--- src/verilog/psr_defines.svh ---
/*
 Constants of the PHY status word: address, bit positions, fixed values
 and reset values. Holds definitions only.
*/
`ifndef PSR_DEFINES_SVH
`define PSR_DEFINES_SVH

// ==========================================================
// Address and width
`define PSR_ADDR 5'h01
`define PSR_ADDR_W 5
`define PSR_WORD_W 16

// ==========================================================
// Field positions
`define PSR_T4_BIT 15
`define PSR_CW_HI 14
`define PSR_CW_LO 6
`define PSR_ANC_BIT 5
`define PSR_RF_BIT 4
`define PSR_ANA_BIT 3
`define PSR_LINK_BIT 2
`define PSR_JAB_BIT 1
`define PSR_EXT_BIT 0

// ==========================================================
// Fixed and reset values
`define PSR_T4_VALUE 1'h0
`define PSR_ANA_VALUE 1'h1
`define PSR_EXT_VALUE 1'h1
`define PSR_RSV_READ 4'h0
// Bits 14:6 of the word: abilities one, reserved and preamble zero
`define PSR_CW_RESET 9'h1e0
`define PSR_RDATA_RESET 16'h0000

`endif

--- src/verilog/psr_pkg.sv ---
/*
 Types shared by the PHY status word modules.
 Assumes psr_defines.svh for the numeric constants.
*/
package psr_pkg;
	typedef enum logic {PSR_LATCH_HIGH, PSR_LATCH_LOW} psr_latch_type;
	typedef logic [15:0] psr_word_type;
	typedef logic [8:0] psr_cw_type;
endpackage

--- src/verilog/psr_status_reg.sv ---
/*
 Management status word of a 10/100 PHY: ability bits, override-writable
 bits and latching status flags, read and written by the management frame
 decoder one register access at a time.
 Assumes the decoder gives one-cycle read and write strobes with address
 and data on the core clock, and that the override enable, negotiation,
 link and jabber inputs come from logic on the same clock.
*/
// Behaviour
// 16-bit word at address 0x01, reached only through management access.
// Reset loads every bit with its default.
// Bit 15 reads zero and cannot be written.
// Ability bits 14:11 reset to one.
// Override enable low: writes to override-writable bits are ignored.
// Override enable high: writes update bits 14 down to 6.
// Reserved bits 10:7 always read zero.
// Manager writes zero to every reserved bit.
// Bit 6 reports preamble suppression ability, default zero.
// Setting bit 6 by override lets frames without preamble through.
// Bit 5 latches negotiation complete, zero while disabled or busy.
// Bit 3 always reads one.
// Bit 0 always reads one.
// Bit 4 latches partner remote fault, cleared by a read.
// Bit 2 latches low on any link drop.
// Bit 1 latches jabber when jabber detection is enabled.
// High latch holds one until read, then follows the live condition.
// Low latch holds zero until read, then follows the live condition.
`timescale 1ns/1ns
`include "psr_defines.svh"
module psr_status_reg
	import psr_pkg::*;
(
	input wire logic CORE_CLK_IN,
	input wire logic RST_N_IN,
	input wire logic [4:0] REG_ADDR_IN,
	input wire logic REG_RD_IN,
	input wire logic REG_WR_IN,
	input wire logic [15:0] REG_WDATA_IN,
	output logic [15:0] REG_RDATA_OUT,
	input wire logic OVERRIDE_EN_IN,
	input wire logic AN_ENABLE_IN,
	input wire logic AN_DONE_IN,
	input wire logic REMOTE_FAULT_IN,
	input wire logic LINK_OK_IN,
	input wire logic JABBER_IN,
	input wire logic JABBER_DET_EN_IN,
	output logic [3:0] MODE_ABILITY_OUT,
	output logic PREAMBLE_SUPPRESS_OUT,
	output logic [3:0] RESERVED_TEST_OUT
);

	// ==========================================================
	// Access decode
	function automatic logic psr_hit(input logic strobe,
		input logic [4:0] addr);
		psr_hit = strobe && (addr == `PSR_ADDR);
	endfunction

	wire rd_hit;
	wire wr_hit;
	wire cw_write;

	assign rd_hit = psr_hit(REG_RD_IN, REG_ADDR_IN);
	assign wr_hit = psr_hit(REG_WR_IN, REG_ADDR_IN);
	// Without override the write strobe is dropped entirely
	assign cw_write = wr_hit && OVERRIDE_EN_IN;

	// ==========================================================
	// Override-writable bits 14:6
	psr_cw_type cw_bits;
	psr_cw_type next_cw_bits;

	assign next_cw_bits = cw_write ?
		REG_WDATA_IN[`PSR_CW_HI:`PSR_CW_LO] : cw_bits;

	always_ff @(posedge CORE_CLK_IN or negedge RST_N_IN) begin
		if (!RST_N_IN) begin
			cw_bits <= `PSR_CW_RESET;
		end else begin
			cw_bits <= next_cw_bits;
		end
	end

	// Reserved bits steer test hooks only; the manager keeps them at zero
	assign MODE_ABILITY_OUT = cw_bits[8:5];
	assign RESERVED_TEST_OUT = cw_bits[4:1];
	assign PREAMBLE_SUPPRESS_OUT = cw_bits[0];

	// ==========================================================
	// Latching status flags
	wire anc_cond;
	wire jab_cond;
	wire anc_flag;
	wire rf_flag;
	wire link_flag;
	wire jab_flag;
	wire [3:0] flag_cond;
	wire [3:0] flag_out;

	// Disabled negotiation forces the complete flag low
	assign anc_cond = AN_ENABLE_IN && AN_DONE_IN;
	assign jab_cond = JABBER_IN && JABBER_DET_EN_IN;
	assign flag_cond = {anc_cond, REMOTE_FAULT_IN, LINK_OK_IN, jab_cond};

	genvar gi;
	generate
		for (gi = 0; gi < 4; gi = gi + 1) begin : g_flag
			psr_sticky_flag #(
				.POL((gi == 1) ? PSR_LATCH_LOW : PSR_LATCH_HIGH)
			) u_flag (
				.clk_in(CORE_CLK_IN),
				.rst_n_in(RST_N_IN),
				.cond_in(flag_cond[gi]),
				.clear_in(rd_hit),
				.flag_out(flag_out[gi])
			);
		end
	endgenerate

	assign anc_flag = flag_out[3] && AN_ENABLE_IN;
	assign rf_flag = flag_out[2];
	assign link_flag = flag_out[1];
	assign jab_flag = flag_out[0];

	// ==========================================================
	// Read path
	psr_word_type status_word;
	psr_word_type next_rdata;

	assign status_word = {
		`PSR_T4_VALUE,
		cw_bits[8:5],
		`PSR_RSV_READ,
		cw_bits[0],
		anc_flag,
		rf_flag,
		`PSR_ANA_VALUE,
		link_flag,
		jab_flag,
		`PSR_EXT_VALUE
	};
	assign next_rdata = rd_hit ? status_word : REG_RDATA_OUT;

	always_ff @(posedge CORE_CLK_IN or negedge RST_N_IN) begin
		if (!RST_N_IN) begin
			REG_RDATA_OUT <= `PSR_RDATA_RESET;
		end else begin
			REG_RDATA_OUT <= next_rdata;
		end
	end
endmodule

--- src/verilog/psr_sticky_flag.sv ---
/*
 One latching status flag, latching high or latching low.
 Assumes the condition comes from logic on the same clock and that
 clear_in is a one-cycle pulse marking a read of the status word.
*/
`timescale 1ns/1ns
module psr_sticky_flag
	import psr_pkg::*;
#(
	parameter psr_latch_type POL = PSR_LATCH_HIGH
) (
	input wire logic clk_in,
	input wire logic rst_n_in,
	input wire logic cond_in,
	input wire logic clear_in,
	output logic flag_out
);
	logic caught;
	logic next_caught;
	wire event_seen;

	assign event_seen = (POL == PSR_LATCH_HIGH) ? cond_in : ~cond_in;
	// The read shows the live condition too, so clearing here loses nothing
	assign next_caught = clear_in ? 1'h0 : (caught | event_seen);
	assign flag_out = (POL == PSR_LATCH_HIGH) ? (caught | cond_in) :
		(~caught & cond_in);

	always_ff @(posedge clk_in or negedge rst_n_in) begin
		if (!rst_n_in) begin
			caught <= 1'h0;
		end else begin
			caught <= next_caught;
		end
	end
endmodule
--- config.mk ---
export PLATFORM = sky130hd
export DESIGN_NAME = psr_status_reg
export DESIGN_NICKNAME = d
export VERILOG_FILES = /design/src/verilog/psr_pkg.sv /design/src/verilog/psr_status_reg.sv /design/src/verilog/psr_sticky_flag.sv
export VERILOG_INCLUDE_DIRS = /design/src /design/src/verilog
export SDC_FILE = /design/constraint.sdc
export NUM_CORES = 1
export LEC_CHECK = 0
export BUFFER_PORTS_ARGS = -buffer_cell sky130_fd_sc_hd__buf_4
export CORE_MARGIN = 2
export CORE_UTILIZATION = 46
export CTS_CLUSTER_DIAMETER = 100
export DETAILED_ROUTE_END_ITERATION = 8
export GPL_TIMING_DRIVEN = 0
export PLACE_DENSITY_LB_ADDON = 0.2
export SKIP_CTS_REPAIR_TIMING = 1
export SYNTH_ARGS = -nofsm -noshare
export SYNTH_HDL_FRONTEND = slang
export SYNTH_HIERARCHICAL = 1
export SYNTH_SLANG_ARGS = --single-unit
--- constraint.sdc ---
create_clock -name CORE_CLK_IN -period 2.3 [get_ports CORE_CLK_IN]
set_input_delay 0.23 -clock CORE_CLK_IN [delete_from_list [all_inputs] [get_ports CORE_CLK_IN]]
set_output_delay 0.23 -clock CORE_CLK_IN [all_outputs]
set_load 0.01 [all_outputs]
# Yosys cells after proc, flatten, opt, wreduce, memory -nomap -nowiden
# Index checks and enable logic that the tools add are counted.
[op_classes]
mux = 4
n_eq_ne = 1
n_bitwise = 7
n_reduce_logical = 6
[ops]
columns = ["op", "n"]
rows = [
  ["logical AND 1 bit", 6],
  ["equality test 5 x 1 -> 1 bit, second input constant", 1],
  ["two-way mux 1 bit", 4],
  ["bitwise OR 1 bit", 4],
  ["NOT 1 bit", 2],
  ["bitwise AND 1 bit", 1],
]
[totals]
inputBits = 32
output_inout_bits = 25
regBits = 24
elab_cells = 24

# Longest topological paths before layout
[depth]
word_depth = 3
ltp_mapped = 5
ltp_nobuf = 4

# Modules after synthesis
# The synthesis kept the hierarchy.
[modules_own_cells]
columns = ["mod", "cells_per_inst", "area_per_inst_um2", "n_inst", "seq_area_each_um2"]
rows = [
  ["psr_status_reg", 55, 853.3, 1, 480.5],
  ["psr_sticky_flag (g_flag[0].u_flag ...)", 3, 41.3, 3, 25.0],
  ["psr_sticky_flag (g_flag[1].u_flag)", 3, 45.0, 1, 25.0],
]

# Least setup slack after synthesis
# No wires, ideal clock.
[synth_path]
path_kind = "input to register"
start = "input port REG_ADDR_IN[1]"
end = "register REG_RDATA_OUT[11]"
cell_stages = 4
path_buffers = 1
setup_ns = 0.125
arrival_time_ns = 1.030
setup_slack_ns = 1.145
required_ns = 2.175
cell_sequence = "nor3b_4 > nand3_2 > buf_6 > mux2_4"
[synth_between]
elab_chain_len = 2
[synth_lines]
columns = ["element", "line", "text"]
rows = [
  ["start, declared", "psr_status_reg.sv:35", "input wire logic [4:0] REG_ADDR_IN,"],
  ["equality test 5 x 1 -> 1 bit (no line)", "--", ""],
  ["logical AND 1 bit", "psr_status_reg.sv:56", "psr_hit = strobe && (addr == `PSR_ADDR);"],
  ["end signal, assigned", "psr_status_reg.sv:146", "REG_RDATA_OUT <= `PSR_RDATA_RESET;"],
  ["end signal, assigned", "psr_status_reg.sv:148", "REG_RDATA_OUT <= next_rdata;"],
  ["end, declared", "psr_status_reg.sv:39", "output logic [15:0] REG_RDATA_OUT,"],
]
# No other way between the ends.
# A chain may end at the register's enable or synchronous reset.

# Final worst setup path
[layout_path]
start = "register REG_RDATA_OUT[3]"
end = "output port REG_RDATA_OUT[3]"
# No word-level cell between the ends.

==> impl_metrics.ini <==
[critical_path]
worst_ep_required_time_ns = 2.07
worst-r2r-setup-slack_ns = 1.34
worstPathArrival_ns = 0.98
crit_chain = buf_4, buf_4
crit_buf_inv = 2
crit_type = flip-flop to primary output
cpMaxStageDelayCell = dfrtp_1
crit_family = flip-flops
critPathCaptureType = primary output
critPathMostFrequentCell = buf_4
critical_path.max_fanout = 3
critPathMaxStageDelay_ns = 0.41
start_kind = flip-flop

[power_and_ir_drop]
p_switching_w = 0.0002200
powerDensity_mw_per_mm2 = 612.3
ir_worst_vdd_v = 0.0004399
swShare = 0.2495
power_w = 0.0008819
p_int_w = 0.0006619
p_clk_frac = 0.204
combinationalPowerShare = 0.246
seqPwrFrac = 0.550
p_leak_nw = 0.7610

[route]
viasPerCell = 4.507
first_pass_iters = 4
vias = 667
drc = 0
antenna_left = 0
drt_iter0_drc = 5
wl_per_cell_um = 11.32
wl_mm = 1.675

[final_layout]
layout_common_cells = buf_4 (50), dfrtp_1 (19), mux2_2 (10)
fillers = 166
antennaDiodeCount = 0
final_nets = 153
finish.instance_area_sq_mm = 0.001440
multi_input_area_sq_um = 392.9
final_common_cell = buf_4
drive_gt1_frac = 0.7000
syn2layout_area_growth_pct = 40.88
ff_latch_area_sq_um = 580.6

[global_routing]
grtUsageTotal = 0.1453
grt_pass1_wl_mm = 2.808
grt_remaining_overflow = 0
grt_max_degree = 24
grt_pass1_vias = 663
antenna_found_initial = 0

[synthesis]
ys_seq_area_frac = 0.5679
ys_types = 20
synth_area_sq_mm = 0.001022
synth-seq-cells = 23
syn_area_per_cell_sq_um = 15.26
yosys_warnings = 6
synth_cells = 67

[floorplan]
dieArea_sq_mm = 0.002615
coreArea_sq_mm = 0.002148
start_util = 0.4758
rows = 17
dieHeight_um = 51.14
die_x_um = 51.14
boundaryPins = 57

[clock_network]
cts_tree = done
path_clk_slew_ns = 0.12
cts-root-buf = clkbuf_4
cts_buffers = 3
clock_latency_ns = 0.30
htreeDepth = 1
cts.path.max_buffers = 2
cts.sinks = 23

[hold_path]
worst_hold_path_type = primary input to flip-flop

[place]
gp_congestion = 0.6304
placed_area_sq_mm = 0.001403
port_buffers = 44

[timing]
rsz0062_at_grt = no
max_freq_ghz = 0.8264
min_period_over_period = 0.5261
final-setup-viol-count = 0
min_period_ns = 1.210
hold_viol_final = 0
finClkSkew_ns = 0.004797
fin_setup_tns_ns = 0
slew_violations = 0

[run]
drv_cap = 0

[outcome]
status = completed
power groups by stage:
stage / Combinational, W / Clock (W) / Sequential [W]
6_report: 0.000217 / 0.000180 / 0.000485
5_1_grt: 0.000237 / 0.000211 / 0.000492
4_1_cts: 0.000220 / 0.000191 / 0.000486
3_5_place_dp: 0.000220 / 0 / 0.000494
3_3_place_gp: 0.000216 / 0 / 0.000491
2_1_floorplan: 0.0000753 / 0 / 0.000512
cell families (layout without fill, tap and decap cells):
kind of cell	Yosys count	in the layout	synth area share
muxes	18	18	0.2228
AOI/OAI and AO/OA	3	3	0.02938
buffers and inverters	9	58	0.06242
DFF	23	23	0.5679
and+or+nand+nor	13	13	0.1138
other	1	5	0.003668
worst paths after layout:
kind                                    startpoint                       to  depth (start not counted)
hold / removal                     REG_WDATA_IN[7]               cw_bits[1]                          2
setup reg to reg           g_flag[0].u_flag/caught         REG_RDATA_OUT[1]                          2
hold reg to reg            g_flag[2].u_flag/caught  g_flag[2].u_flag/caught                          1
setup / recovery                  REG_RDATA_OUT[3]         REG_RDATA_OUT[3]                          2
min in group asynchronous                 RST_N_IN        REG_RDATA_OUT[13]                          2
max in group asynchronous                 RST_N_IN               cw_bits[8]                          2
metrics by stage:
| step | std cells | worst slack (ns) | hold slack (ns) | utilization |
|---|---|---|---|---|
| after floorplan | 71 | 1.145 | -0.06559 | - |
| after global placement | 143 | 0.9742 | 0.1360 | 0.6529 |
| after detailed placement | 143 | 0.9590 | 0.1347 | 0.6529 |
| after CTS | 147 | 1.073 | -0.2154 | 0.6657 |
| after global routing | 148 | 1.033 | 0.1274 | 0.6704 |
| final | 148 | 1.090 | 0.1477 | 0.6704 |
registers in the layout, indices dropped and copies added (netlist names):
| name | cells |
|---|---|
| cw_bits | 9 |
| REG_RDATA_OUT | 10 |
| g_flag.u_flag/caught | 4 |
synth_stat cells, drive strengths merged:
library cell,n,area (sq um)
nor2,2,10.01
or2b,1,7.510
nand4,1,21.27
nor2b,1,13.76
nor3b,1,18.77
nand3,1,10.01
mux2i,1,10.01
mux2,17,217.7
dfstp,4,105.1
and2,2,12.51
inv,2,7.510
buf,7,56.30
or2,3,18.77
dfrtp,19,475.5
conb,1,3.750
o21ba,3,30.03
nand2,1,3.750
cell type report:
class	count	area share
repair buffers	45	0.2363
clock buffers	3	0.01564
clock inverters	1	0.003475
well taps	28	0.02433
plain buffers	7	0.03910
multi-input cells	39	0.2728
inverters	2	0.005213
flip-flops and latches	23	0.4031
worst register-to-register path: cells and delay by family (launching register included):
kind | cells | cell delay, ns
and+or+nand+nor | 1 | 0.20
muxes | 1 | 0.26
DFF | 1 | 0.40
metal layers:
layer / GRT usage / up-vias / part of all wire
li1: - / 321 / -
met1: 0.1724 / 324 / 0.37
met2: 0.2532 / 20 / 0.56
met3: 0.02632 / 2 / 0.063
met4: 0.06757 / 0 / 0.0060
met5: 0 / - / 0
(Power assumes the default switching activity.)
